`config.mk`:
```
export PLATFORM = sky130hd
export DESIGN_NAME = ascp_config_port
export DESIGN_NICKNAME = d
export VERILOG_FILES = /design/src/ascp_pkg.sv /design/src/ascp_config_port.sv /design/src/ascp_sync.sv /design/src/ascp_out_format.sv
export SDC_FILE = /design/constraint.sdc
export NUM_CORES = 1
export LEC_CHECK = 0
export ABC_AREA = 1
export BUFFER_PORTS_ARGS = -buffer_cell sky130_fd_sc_hd__buf_2
export CORE_ASPECT_RATIO = 0.6
export CORE_MARGIN = 5
export CORE_UTILIZATION = 39
export DETAILED_ROUTE_END_ITERATION = 8
export SYNTH_ARGS = -nofsm -noshare
export SYNTH_HDL_FRONTEND = slang
export SYNTH_SLANG_ARGS = --single-unit
export TNS_END_PERCENT = 10
```
`constraint.sdc`:
```
create_clock -name CLK_IN -period 4.1 [get_ports CLK_IN]
set_input_delay 0 -clock CLK_IN [delete_from_list [all_inputs] [get_ports CLK_IN]]
set_output_delay 0 -clock CLK_IN [all_outputs]
set_load 0.005 [all_outputs]
```
`src/ascp_pkg.sv`:
```
// Shared constants and types for the serial configuration port and its register bank.
package ascp_pkg;

  // Widths of the serial frame.
  localparam int ADDR_W = 13; // Address bits carried in the instruction.
  localparam logic [3:0] INSTR_LAST = 4'hF; // Index of the sixteenth instruction bit.
  localparam logic [3:0] BYTE_LAST = 4'h7; // Index of the eighth data bit.
  localparam logic [1:0] LEN_STREAM = 2'h3; // Length code that streams until select rises.

  // Register addresses.
  localparam logic [12:0] ADDR_PORT_CONFIG = 13'h0000; // Port configuration.
  localparam logic [12:0] ADDR_IDENTITY = 13'h0001; // Identity code.
  localparam logic [12:0] ADDR_GRADE = 13'h0002; // Grade code.
  localparam logic [12:0] ADDR_POWER = 13'h0008; // Power state.
  localparam logic [12:0] ADDR_MULT_EN = 13'h0009; // Clock multiplier enable.
  localparam logic [12:0] ADDR_MULT_CTRL = 13'h000A; // Clock multiplier control.
  localparam logic [12:0] ADDR_BANDWIDTH = 13'h000F; // Input bandwidth.
  localparam logic [12:0] ADDR_OUT_MODES = 13'h0014; // Output modes.
  localparam logic [12:0] ADDR_DRIVE = 13'h0015; // Output drive adjust.
  localparam logic [12:0] ADDR_CLK_POL = 13'h0016; // Output clock polarity.
  localparam logic [12:0] ADDR_REFERENCE = 13'h0018; // Reference select.
  localparam logic [12:0] ADDR_RATE = 13'h0101; // Output rate factor.
  localparam logic [12:0] ADDR_OVERRANGE = 13'h0111; // Overrange control.

  // Field positions.
  localparam int PC_ORDER_HI = 6; // Bit order select, upper mirror.
  localparam int PC_ORDER_LO = 1; // Bit order select, lower mirror.
  localparam int PC_DEFAULT_HI = 5; // Register default command, upper mirror.
  localparam int PC_DEFAULT_LO = 2; // Register default command, lower mirror.
  localparam logic [7:0] PC_FIXED = 8'h18; // Port configuration bits that always read one.
  localparam int ME_ON = 2; // Multiplier on bit.
  localparam int MC_LOCK = 7; // Multiplier lock flag.
  localparam int MC_AUTO = 6; // Multiplier autoband bit.
  localparam int BW_LO = 5; // Low bit of the bandwidth select.
  localparam int GR_LO = 4; // Low bit of the grade field.
  localparam int OM_LEVEL = 7; // Output level select.
  localparam int OM_INTERLEAVE = 6; // Interleave bit.
  localparam int OM_DISABLE = 4; // Output disable.
  localparam int OM_INVERT = 3; // Output invert.
  localparam int CP_INVERT = 7; // Data clock invert.
  localparam int RF_EXTERNAL = 6; // External reference select.
  localparam int OV_AUTO = 7; // Automatic loop reset.
  localparam int OV_REPORT = 6; // Overrange report select.

  // Reset values.
  localparam logic [1:0] RST_GRADE = 2'h0; // Grade field.
  localparam logic [7:0] RST_ZERO = 8'h00; // Registers that clear to zero.
  localparam logic [3:0] RST_DRIVE = 4'h2; // Drive adjust default.

  // Output code encodings.
  localparam logic [1:0] FMT_TWOS = 2'h1; // Twos complement.
  localparam logic [1:0] FMT_GRAY = 2'h2; // Gray code.

  // Frame state, Gray coded along idle, instruction, data.
  typedef enum logic [1:0] {
    ASCP_IDLE = 2'b00,
    ASCP_INSTR = 2'b01,
    ASCP_DATA = 2'b11
  } ascp_state_t;

endpackage

```
`src/ascp_config_port.sv`:
```
// Serial configuration port with its byte-wide register bank.
// Functional notes
// RL1: Transfers only while select is low.
// RL2: Frame starts at first rise; sample rising.
// RL3: Select held low keeps accepting transfers.
// RL4: Select high between bytes keeps position; the code ends streaming frames instead.
// RL5: Select high releases data pin, ignores clock.
// RL6: Sixteen instruction bits open every frame.
// RL7: Two length bits set byte count.
// RL8: Data moves in whole bytes.
// RL9: First bit picks read or write.
// RL10: Reads drive data after the instruction.
// RL11: Data pin driven only during readback.
// RL12: Most significant first unless order bit set.
// RL13: Bit order mirrored at bits six, one.
// RL14: Default command spares three registers.
// RL15: Power field picks one of four states.
// RL16: Lock flag at bit seven, read only.
// RL17: Bandwidth field at bits six to five.
// RL18: Format field picks output code.
// RL19: Output disable tristates parallel outputs.
// RL20: Output invert flips every parallel bit.
// RL21: Bit six selects external reference.
// RL22: Six-bit rate factor divides modulator clock.
// RL23: Master zeroes rate factor after lock.
// RL24: Overrange control bits and threshold.
// RL25: Address follows length bits; bytes step up.
`timescale 1ns/1ns
module ascp_config_port #(
  parameter logic [7:0] IDENTITY = 8'h5A, // Identity code, value is arbitrary.
  parameter int SAMPLE_W = 16 // Parallel sample width.
) (
  input wire logic CLK_IN, // Core clock, 10 MHz.
  input wire logic RSTN_IN, // Synchronous reset, active low.
  input wire logic SCLK_IN, // Serial shift clock from the master.
  input wire logic SELECT_N_IN, // Serial select, active low.
  input wire logic SDIO_IN, // Serial data pin, input side.
  output logic SDIO_OUT, // Serial data pin, output side.
  output logic SDIO_OE_N_OUT, // Serial data enable, low while driving.
  input wire logic MULT_LOCK_IN, // Clock multiplier lock level.
  input wire logic [SAMPLE_W-1:0] SAMPLE_IN, // Sample from the datapath, offset binary.
  output logic [SAMPLE_W-1:0] DATA_OUT, // Parallel data outputs.
  output logic DATA_OE_N_OUT, // Parallel enable, low while driving.
  output logic [1:0] POWER_STATE_OUT, // Power state field.
  output logic MULT_ON_OUT, // Clock multiplier on.
  output logic MULT_AUTOBAND_OUT, // Clock multiplier autoband.
  output logic [5:0] MULT_RATIO_OUT, // Clock multiplier ratio.
  output logic [1:0] BANDWIDTH_SEL_OUT, // Bandwidth select.
  output logic OUTPUT_LEVEL_SEL_OUT, // Output swing select.
  output logic INTERLEAVE_OUT, // Interleave select.
  output logic [3:0] DRIVE_ADJUST_OUT, // Output drive strengths.
  output logic DATA_CLOCK_INVERT_OUT, // Data clock invert.
  output logic EXTERNAL_REF_SEL_OUT, // External reference select.
  output logic [5:0] RATE_FACTOR_OUT, // Output rate factor, zero resets the converter.
  output logic AUTO_LOOP_RESET_OUT, // Automatic loop reset enable.
  output logic OVERRANGE_REPORT_SEL_OUT, // Overrange report select.
  output logic [5:0] OVERRANGE_THRESHOLD_OUT // Overrange threshold code.
);
  import ascp_pkg::*;

  ////////////////////////////////////////////////////////////////////////////
  // Input synchronisation and serial clock edges.

  logic [3:0] pins_s; // Synchronised lock, data, select and clock.
  logic sclk_d; // Serial clock one cycle later, for edge detection.
  logic sclk_s; // Synchronised serial clock.
  logic sel_s; // Synchronised select, high when idle.
  logic sdio_s; // Synchronised serial data.
  logic lock_s; // Synchronised lock flag.
  logic rise; // One-cycle pulse on a serial clock rising edge.
  logic fall; // One-cycle pulse on a serial clock falling edge.

  ascp_sync #(.W(4), .RST_VAL(4'h2)) u_sync (
    .clk_in(CLK_IN),
    .rstn_in(RSTN_IN),
    .async_in({MULT_LOCK_IN, SDIO_IN, SELECT_N_IN, SCLK_IN}),
    .sync_out(pins_s)
  );

  assign sclk_s = pins_s[0];
  assign sel_s = pins_s[1];
  assign sdio_s = pins_s[2];
  assign lock_s = pins_s[3];
  assign rise = sclk_s && !sclk_d;
  assign fall = !sclk_s && sclk_d;

  // Delayed clock copy; reads the second stage only.
  always_ff @(posedge CLK_IN) begin
    if (!RSTN_IN) begin
      sclk_d <= 1'b0;
    end else begin
      sclk_d <= sclk_s;
    end
  end

  ////////////////////////////////////////////////////////////////////////////
  // Register storage.

  logic order_lsb; // Bit order select, one for least significant first.
  logic [1:0] power; // Power state field.
  logic mult_on; // Multiplier on.
  logic mult_auto; // Multiplier autoband.
  logic [5:0] mult_ratio; // Multiplier ratio.
  logic [1:0] bandwidth; // Bandwidth select.
  logic [7:0] out_modes; // Output modes, stored whole but masked on read.
  logic [3:0] drive; // Drive adjust.
  logic dco_inv; // Data clock invert.
  logic ext_ref; // External reference select.
  logic [5:0] rate; // Rate factor.
  logic [7:0] ovr; // Overrange control.
  logic wr_stb; // One-cycle write strobe at a completed write byte.
  logic [ADDR_W-1:0] addr; // Current register address.
  logic [7:0] wr_data; // Completed write byte.
  logic soft_rst; // One-cycle pulse of the register default command.

  // Readback mux; also used to preload each read byte.
  function automatic logic [7:0] read_reg(input logic [ADDR_W-1:0] a);
    logic [7:0] v;
    v = RST_ZERO;
    case (a)
      // RL13 mirrored order bits
      ADDR_PORT_CONFIG: begin
        v = PC_FIXED;
        v[PC_ORDER_HI] = order_lsb;
        v[PC_ORDER_LO] = order_lsb;
      end
      ADDR_IDENTITY: v = IDENTITY;
      ADDR_GRADE: v[GR_LO +: 2] = RST_GRADE;
      ADDR_POWER: v[1:0] = power;
      ADDR_MULT_EN: v[ME_ON] = mult_on;
      // RL16 lock flag readback
      ADDR_MULT_CTRL: v = {lock_s, mult_auto, mult_ratio};
      ADDR_BANDWIDTH: v[BW_LO +: 2] = bandwidth;
      ADDR_OUT_MODES: v = out_modes & 8'hDB;
      ADDR_DRIVE: v[3:0] = drive;
      ADDR_CLK_POL: v[CP_INVERT] = dco_inv;
      ADDR_REFERENCE: v[RF_EXTERNAL] = ext_ref;
      ADDR_RATE: v[5:0] = rate;
      ADDR_OVERRANGE: v = ovr;
      default: v = RST_ZERO;
    endcase
    return v;
  endfunction

  // RL14 default command pulse
  assign soft_rst = wr_stb && addr == ADDR_PORT_CONFIG &&
                    (wr_data[PC_DEFAULT_HI] || wr_data[PC_DEFAULT_LO]);

  // Registers that survive the default command: port configuration and multiplier.
  always_ff @(posedge CLK_IN) begin
    if (!RSTN_IN) begin
      order_lsb <= 1'b0;
      mult_on <= 1'b0;
      mult_auto <= 1'b0;
      mult_ratio <= 6'h00;
    end else if (wr_stb) begin
      case (addr)
        // RL12 bit order select
        ADDR_PORT_CONFIG: order_lsb <= wr_data[PC_ORDER_HI] || wr_data[PC_ORDER_LO];
        ADDR_MULT_EN: mult_on <= wr_data[ME_ON];
        // RL16 lock bit not writable
        ADDR_MULT_CTRL: begin
          mult_auto <= wr_data[MC_AUTO];
          mult_ratio <= wr_data[5:0];
        end
        default: begin
        end
      endcase
    end
  end

  // Registers restored by the default command as well as by reset.
  always_ff @(posedge CLK_IN) begin
    if (!RSTN_IN || soft_rst) begin
      power <= RST_ZERO[1:0];
      bandwidth <= RST_ZERO[1:0];
      out_modes <= RST_ZERO;
      drive <= RST_DRIVE;
      dco_inv <= 1'b0;
      ext_ref <= 1'b0;
      rate <= RST_ZERO[5:0];
      ovr <= RST_ZERO;
    end else if (wr_stb) begin
      case (addr)
        // RL15 power state field
        ADDR_POWER: power <= wr_data[1:0];
        // RL17 bandwidth field
        ADDR_BANDWIDTH: bandwidth <= wr_data[BW_LO +: 2];
        ADDR_OUT_MODES: out_modes <= wr_data;
        ADDR_DRIVE: drive <= wr_data[3:0];
        ADDR_CLK_POL: dco_inv <= wr_data[CP_INVERT];
        // RL21 external reference bit
        ADDR_REFERENCE: ext_ref <= wr_data[RF_EXTERNAL];
        // RL22 rate factor field
        ADDR_RATE: rate <= wr_data[5:0];
        // RL24 overrange control
        ADDR_OVERRANGE: ovr <= wr_data;
        default: begin
        end
      endcase
    end
  end

  ////////////////////////////////////////////////////////////////////////////
  // Serial frame engine.

  ascp_state_t state; // Frame state.
  logic [3:0] bit_cnt; // Bits taken in the current instruction or byte.
  logic [14:0] instr; // Instruction bits gathered so far.
  logic [15:0] next_instr; // Instruction with the current bit added.
  logic is_read; // Frame is a readback.
  logic [1:0] len; // Length code of the frame.
  logic [1:0] bytes_done; // Bytes finished, held at zero while streaming.
  logic [7:0] shift; // Write byte being gathered.
  logic [7:0] rd_byte; // Read byte being sent.
  logic take; // A rising edge while selected.

  // RL1 only while selected
  assign take = rise && !sel_s;
  assign next_instr = {instr, sdio_s};
  // RL12 byte assembled in either order
  assign wr_data = order_lsb ? {sdio_s, shift[7:1]} : {shift[6:0], sdio_s};
  // RL8 write only on a whole byte
  assign wr_stb = take && state == ASCP_DATA && !is_read && bit_cnt == BYTE_LAST;

  // Frame control: state, counters and address stepping.
  always_ff @(posedge CLK_IN) begin
    if (!RSTN_IN) begin
      state <= ASCP_IDLE;
      bit_cnt <= 4'h0;
      instr <= 15'h0000;
      is_read <= 1'b0;
      len <= 2'h0;
      bytes_done <= 2'h0;
      addr <= '0;
      shift <= 8'h00;
      rd_byte <= 8'h00;
    end else begin
      case (state)
        // RL2 frame opens at the first rise after select falls
        ASCP_IDLE: begin
          bit_cnt <= 4'h0;
          if (!sel_s) begin
            state <= ASCP_INSTR;
          end
        end
        // RL6 sixteen instruction bits
        ASCP_INSTR: begin
          if (sel_s) begin
            state <= ASCP_IDLE;
          end else if (take) begin
            instr <= next_instr[14:0];
            bit_cnt <= bit_cnt + 4'h1;
            if (bit_cnt == INSTR_LAST) begin
              // RL9 first bit is read or write
              is_read <= next_instr[15];
              // RL7 length bits
              len <= next_instr[14:13];
              // RL25 start address
              addr <= next_instr[ADDR_W-1:0];
              rd_byte <= read_reg(next_instr[ADDR_W-1:0]);
              bytes_done <= 2'h0;
              bit_cnt <= 4'h0;
              state <= ASCP_DATA;
            end
          end
        end
        ASCP_DATA: begin
          // RL4 pause between bytes keeps position, except in streaming frames, which a pause ends
          if (sel_s && (bit_cnt != 4'h0 || len == LEN_STREAM)) begin
            state <= ASCP_IDLE;
          end else if (take) begin
            shift <= wr_data;
            bit_cnt <= bit_cnt + 4'h1;
            if (bit_cnt == BYTE_LAST) begin
              bit_cnt <= 4'h0;
              // RL25 consecutive addresses
              addr <= addr + 1'b1;
              rd_byte <= read_reg(addr + 1'b1);
              // RL3 streaming continues while selected
              if (len != LEN_STREAM && bytes_done == len) begin
                state <= ASCP_IDLE;
              end else if (len != LEN_STREAM) begin
                bytes_done <= bytes_done + 2'h1;
              end
            end
          end
        end
        default: state <= ASCP_IDLE;
      endcase
    end
  end

  // RL10 drive read bits on falling edges so the master samples them on rises
  always_ff @(posedge CLK_IN) begin
    if (!RSTN_IN) begin
      SDIO_OUT <= 1'b0;
    end else if (fall && state == ASCP_DATA && is_read) begin
      SDIO_OUT <= rd_byte[order_lsb ? bit_cnt[2:0] : 3'h7 - bit_cnt[2:0]];
    end
  end

  // RL11 data pin driven only in readback
  // RL5 released while select is high
  always_ff @(posedge CLK_IN) begin
    if (!RSTN_IN) begin
      SDIO_OE_N_OUT <= 1'b1;
    end else begin
      SDIO_OE_N_OUT <= !(state == ASCP_DATA && is_read && !sel_s);
    end
  end

  ////////////////////////////////////////////////////////////////////////////
  // Configuration outputs and parallel output stage.

  // RL23 the master zeroes the rate factor; the datapath sees zero as converter reset
  assign RATE_FACTOR_OUT = rate;
  assign POWER_STATE_OUT = power;
  assign MULT_ON_OUT = mult_on;
  assign MULT_AUTOBAND_OUT = mult_auto;
  assign MULT_RATIO_OUT = mult_ratio;
  assign BANDWIDTH_SEL_OUT = bandwidth;
  assign OUTPUT_LEVEL_SEL_OUT = out_modes[OM_LEVEL];
  assign INTERLEAVE_OUT = out_modes[OM_INTERLEAVE];
  assign DRIVE_ADJUST_OUT = drive;
  assign DATA_CLOCK_INVERT_OUT = dco_inv;
  assign EXTERNAL_REF_SEL_OUT = ext_ref;
  assign AUTO_LOOP_RESET_OUT = ovr[OV_AUTO];
  assign OVERRANGE_REPORT_SEL_OUT = ovr[OV_REPORT];
  assign OVERRANGE_THRESHOLD_OUT = ovr[5:0];

  // RL18 output code select
  ascp_out_format #(.W(SAMPLE_W)) u_format (
    .clk_in(CLK_IN),
    .rstn_in(RSTN_IN),
    .sample_in(SAMPLE_IN),
    .format_in(out_modes[1:0]),
    .invert_in(out_modes[OM_INVERT]),
    .disable_in(out_modes[OM_DISABLE]),
    .data_out(DATA_OUT),
    .data_oe_n_out(DATA_OE_N_OUT)
  );

  ////////////////////////////////////////////////////////////////////////////
  // Checks.

  AST_IDLE_RELEASE: assert property (@(posedge CLK_IN) disable iff (!RSTN_IN) // RL5
    sel_s |=> SDIO_OE_N_OUT)
    else $error("Data pin driven while deselected.");

  AST_WRITE_NO_DRIVE: assert property (@(posedge CLK_IN) disable iff (!RSTN_IN) // RL11
    (!is_read || state != ASCP_DATA) |=> SDIO_OE_N_OUT)
    else $error("Data pin driven outside readback.");

  AST_INSTR_TO_DATA: assert property (@(posedge CLK_IN) disable iff (!RSTN_IN) // RL6
    (take && state == ASCP_INSTR && bit_cnt == INSTR_LAST) |=>
      (state == ASCP_DATA && bit_cnt == 4'h0))
    else $error("Instruction phase not sixteen bits.");

  AST_READ_DRIVE: assert property (@(posedge CLK_IN) disable iff (!RSTN_IN) // RL10
    (take && state == ASCP_INSTR && bit_cnt == INSTR_LAST && next_instr[15]) |=>
      ##1 (!SDIO_OE_N_OUT || $past(sel_s)))
    else $error("Readback did not take the data pin.");

  AST_ADDR_STEP: assert property (@(posedge CLK_IN) disable iff (!RSTN_IN) // RL25
    (take && state == ASCP_DATA && bit_cnt == BYTE_LAST && !sel_s) |=>
      (addr == $past(addr) + 1'b1))
    else $error("Address did not step by one.");

  AST_DESELECT_IGNORED: assert property (@(posedge CLK_IN) disable iff (!RSTN_IN) // RL1
    (sel_s && state != ASCP_INSTR) |=> !wr_stb && $stable(addr))
    else $error("Serial activity taken while deselected.");

  AST_DEFAULT_CMD: assert property (@(posedge CLK_IN) disable iff (!RSTN_IN) // RL14
    soft_rst |=> (power == 2'h0 && drive == RST_DRIVE && rate == 6'h00 &&
                  mult_ratio == $past(mult_ratio) && mult_on == $past(mult_on)))
    else $error("Default command restored the wrong registers.");

  AST_PORT_MIRROR: assert property (@(posedge CLK_IN) disable iff (!RSTN_IN) // RL13
    (wr_stb && addr == ADDR_PORT_CONFIG) |=>
      (read_reg(ADDR_PORT_CONFIG) == (PC_FIXED | {1'b0, order_lsb, 4'h0, order_lsb, 1'b0})
       && order_lsb == ($past(wr_data[PC_ORDER_HI]) || $past(wr_data[PC_ORDER_LO]))))
    else $error("Bit order mirror wrong.");

  AST_FRAME_END: assert property (@(posedge CLK_IN) disable iff (!RSTN_IN) // RL7
    (take && state == ASCP_DATA && bit_cnt == BYTE_LAST && len != LEN_STREAM &&
     bytes_done == len) |=> state == ASCP_IDLE)
    else $error("Frame length not honoured.");

endmodule // ascp_config_port

```
`src/ascp_sync.sv`:
```
// Two-stage synchroniser for inputs from outside the core clock domain.
`timescale 1ns/1ns
module ascp_sync #(
  parameter int W = 1, // Number of bits synchronised.
  parameter logic [W-1:0] RST_VAL = '0 // Idle level held during reset.
) (
  input wire logic clk_in, // Core clock.
  input wire logic rstn_in, // Synchronous reset, active low.
  input wire logic [W-1:0] async_in, // Raw inputs.
  output logic [W-1:0] sync_out // Synchronised inputs.
);

  logic [W-1:0] stage1; // First stage, read only by the second stage.

  // Both stages reset to the idle level so that select does not look asserted.
  always_ff @(posedge clk_in) begin
    if (!rstn_in) begin
      stage1 <= RST_VAL;
      sync_out <= RST_VAL;
    end else begin
      stage1 <= async_in;
      sync_out <= stage1;
    end
  end

endmodule // ascp_sync

```
`src/ascp_out_format.sv`:
```
// Parallel sample output stage: code format, inversion and disable.
`timescale 1ns/1ns
module ascp_out_format #(
  parameter int W = 16 // Sample width.
) (
  input wire logic clk_in, // Core clock.
  input wire logic rstn_in, // Synchronous reset, active low.
  input wire logic [W-1:0] sample_in, // Sample in offset binary.
  input wire logic [1:0] format_in, // Output code select.
  input wire logic invert_in, // Invert every output bit.
  input wire logic disable_in, // Release the output pins.
  output logic [W-1:0] data_out, // Formatted sample.
  output logic data_oe_n_out // Output enable, low while driving.
);
  import ascp_pkg::*;

  logic [W-1:0] coded; // Sample after code conversion.

  // Two and one pick other codes; zero and three stay offset binary.
  always_comb begin
    case (format_in)
      FMT_TWOS: coded = {~sample_in[W-1], sample_in[W-2:0]};
      FMT_GRAY: coded = sample_in ^ (sample_in >> 1);
      default: coded = sample_in;
    endcase
  end

  // RL20 invert the outputs
  always_ff @(posedge clk_in) begin
    if (!rstn_in) begin
      data_out <= '0;
    end else begin
      data_out <= invert_in ? ~coded : coded;
    end
  end

  // RL19 tristate when disabled
  always_ff @(posedge clk_in) begin
    if (!rstn_in) begin
      data_oe_n_out <= 1'b1;
    end else begin
      data_oe_n_out <= disable_in;
    end
  end

  AST_OUT_DISABLE: assert property (@(posedge clk_in) disable iff (!rstn_in) // RL19
    disable_in |=> data_oe_n_out)
    else $error("Outputs still driven while disabled.");

  AST_OUT_INVERT: assert property (@(posedge clk_in) disable iff (!rstn_in) // RL20
    (invert_in && format_in == 2'h0) |=> (data_out == ~$past(sample_in)))
    else $error("Output bits not inverted.");

endmodule // ascp_out_format

```
==> flow_summary.yaml <==
setup_path:
  start_kind: "flip-flop"
  worstPathArrival_ns: 3.29
  crit_type: "flip-flop to flip-flop"
  critPathCaptureType: "flip-flop"
  worstPathMaxFanout: 26
  crit_required_ns: 4.39
finish:
  final_cell_mix: "nand2_1, inv_1, dfxtp_1, nor2_1, o21ai_0"
  final_cells: 1349
  area_delta_synth_final_pct: 19.5
  drive_gt1_frac: 0.148
  fillers: 1821
  nets: 1135
  mostFrequentLayoutCell: "nand2_1"
  diodes: 0
floorplanning:
  ios: 75
  initial_core_util: 0.399
  die_h_um: 113
  fp.dieW_um: 181
  num_rows: 37
  core_area_mm2: 0.0172
  dieArea_mm2: 0.0205
synthesis:
  synth_enable_flop_cells: 0
  synth_top_area_cell: "dfxtp_1"
  ys_seq_elements: 122
  synth_top_area_frac: 0.355
  avgSynthCellArea_um2: 6.78
  yosysUniqueCellTypes: 43
  synthArstFlopShare: 0
  yosys_most_used_dff: "dfxtp_1"
  yosys_warnings: 0
  synth_nets: 1047
  syn_area_mm2: 0.00687
  synthCells: 1014
  synthTopCellsByArea: "dfxtp_1, nand2_1, inv_1, o21ai_0, a21oi_1"
  ys_seq_area_frac: 0.355
routing:
  wl_per_cell_um: 18.1
  ant_nets: 0
  remaining_drc_errors: 0
  wl_mm: 24.4
  vias_per_cell: 5.36
  dr.pass1.iters: 5
  first_iter_violations: 895
  vias: 7225
sta:
  setup_viol: 0
  drv_slew: 0
  hold_viol_final: 0
  worst_clock_skew_ns: 0.0141
  rsz0062_at_grt: "no"
  period_needed_ns: 3.00
  fmax_mhz: 333
  worstMarginPinSlew_ns: 1.15
  setup_tns_ns: 0
  slew_headroom: 0.230
  min_period_over_period: 0.732
cts:
  ctsHoldBuffers: 19
  clock_latency_ns: 0.42
  cts_tree: "done"
  cts_sinks: 122
  post_cts_buffers: 0
  cts-resized-gates: 0
  clockBufferDepth: 2
  numCtsBuffers: 17
  path_clk_slew_ns: 0.07
  htreeDepth: 4
  cts_root_buf: "clkbuf_16"
run_status:
  outcome: "complete, no violations"
pwr:
  powerDensity_mw_per_mm2: 374
  p_sw_uw: 896
  p_sw_frac: 0.292
  pwr-share-clk: 0.471
  power.share.sequential: 0.403
  p_leak_nw: 3.66
  p_int_mw: 2.17
  power_frac_comb: 0.125
  vdd_drop_max_uv: 238
global_routing:
  grt-ovfl-total: 0
  grt_pass1_wl_mm: 37.9
  grt_antenna_before_repair: 0
  first_global_vias: 6410
  grt_use_total: 0.235
  grt_start_max_net_pins: 37
place:
  dp.cells: 1298
  routabilityCongestion: 1.01
  place_hpwl_mm: 18.6
  numPortBuffers: 74
flow_run:
  maxCapViolations: 0
worst_hold_path:
  hold_class: "primary input to flip-flop"
==> registers in the layout, indices dropped and copies added, names as in the netlist, 4 cells and up <==
signal / count
DRIVE_ADJUST_OUT: 4
MULT_RATIO_OUT: 6
RATE_FACTOR_OUT: 6
addr: 13
bit_cnt: 4
instr: 15
out_modes: 6
ovr: 8
rd_byte: 8
shift: 8
u_format.data_out: 16
u_sync.stage1: 4
u_sync.sync_out: 4
==> per-stage QoR <==
step	setup slack [ns]	utilization	total power, mW	area (µm²)	hold slack [ns]
2_1_floorplan	2.11	-	1.52	6870	0.0976
3_3_place_gp	1.35	0.433	1.62	7460	0.182
3_5_place_dp	1.20	0.433	1.62	7460	0.186
4_1_cts	1.17	0.477	3.07	8210	0.00476
5_1_grt	0.889	0.477	3.19	8210	0.0564
6_report	1.10	0.477	3.07	8210	0.0206
==> routing by layer <==
metal,share of wire,vias to the layer above,routed length [µm],global-route usage
li1,-,3545,-,-
met1,0.52,3336,12700,0.386
met3,0.12,17,3040,0.0861
met2,0.35,327,8460,0.278
met5,0,-,0,0
met4,0.0075,0,184,0.0445
==> power by group through the flow <==
stage	combinational, mW	sequential [mW]	clock (mW)
after floorplan	0.263	1.26	0
after global placement	0.362	1.26	0
after detailed placement	0.360	1.26	0
after CTS	0.377	1.24	1.46
after global routing	0.433	1.24	1.52
final	0.384	1.24	1.45
==> Yosys cell counts, types with 3 or more instances <==
library cell  instances
o221ai_1              5
nor2_1              110
a31oi_1               7
o21a_1                7
nor3_1               11
a21oi_1              94
nand3_1              61
a221oi_1              4
a22oi_1              15
or2_2                 3
a211oi_1             18
nand4_1              21
o22ai_1               7
nor2_2                5
clkbuf_1             23
nand2_1             175
nor2_8                4
buf_2                 4
nand2_2              13
o21ai_1               4
inv_2                11
nand2_4               4
buf_1                 3
o211ai_1              3
nor2_4                3
dfxtp_1             122
o21ai_0              95
xor2_1               18
ha_1                 11
inv_1               137
nor4_1                3
==> layout make-up <==
cell class	instances	area, µm²	share of cell area
inverters	150	564	0.0687
clock buffers	19	453	0.0552
multi-input cells	710	3730	0.454
repair buffers	101	621	0.0756
flip-flops and latches	122	2440	0.297
clock inverters	13	110	0.0134
well taps	234	293	0.0357
==> kinds of logic (layout without fill, tap and decap cells) <==
family | count (synthesis) | in the layout | share of synthesized area
buffers and inverters | 182 | 283 | 0.102
AO/OA/AOI/OAI | 261 | 261 | 0.214
multiplexers | 1 | 1 | 0.00146
AND/OR/NAND/NOR | 419 | 419 | 0.284
XOR/XNOR | 18 | 18 | 0.0229
adder cells (fa/ha/maj) | 11 | 11 | 0.0200
flip-flops | 122 | 122 | 0.355
==> critical path, cell delays in order, from the launching register on <==
cell     delay [ns]
dfxtp_1        0.36
ha_1           0.15
buf_4          0.28
inv_2          0.27
nor2_1         0.24
nand2_1        0.17
inv_2          0.12
nand4_1        0.16
o21ai_2        0.51
buf_4          0.32
inv_1          0.10
o21ai_0        0.09
a21oi_1        0.06
==> worst paths after layout <==
kind / start / to / slack, ns / depth (start not counted)
hold reg to reg: u_sync.stage1[2]$_SDFF_PN0_ / u_sync.sync_out[2]$_SDFF_PN0_ / 0.41 / 2
setup reg to reg: state[0]$_SDFFE_PN0P_ / DRIVE_ADJUST_OUT[2]$_SDFFE_PP0P_ / 1.10 / 12
setup / recovery: state[0]$_SDFFE_PN0P_ / DRIVE_ADJUST_OUT[2]$_SDFFE_PP0P_ / 1.10 / 12
hold / removal: SAMPLE_IN[2] / u_format.data_out[2]$_SDFF_PN0_ / 0.02 / 3
(Power assumes the default switching activity.)
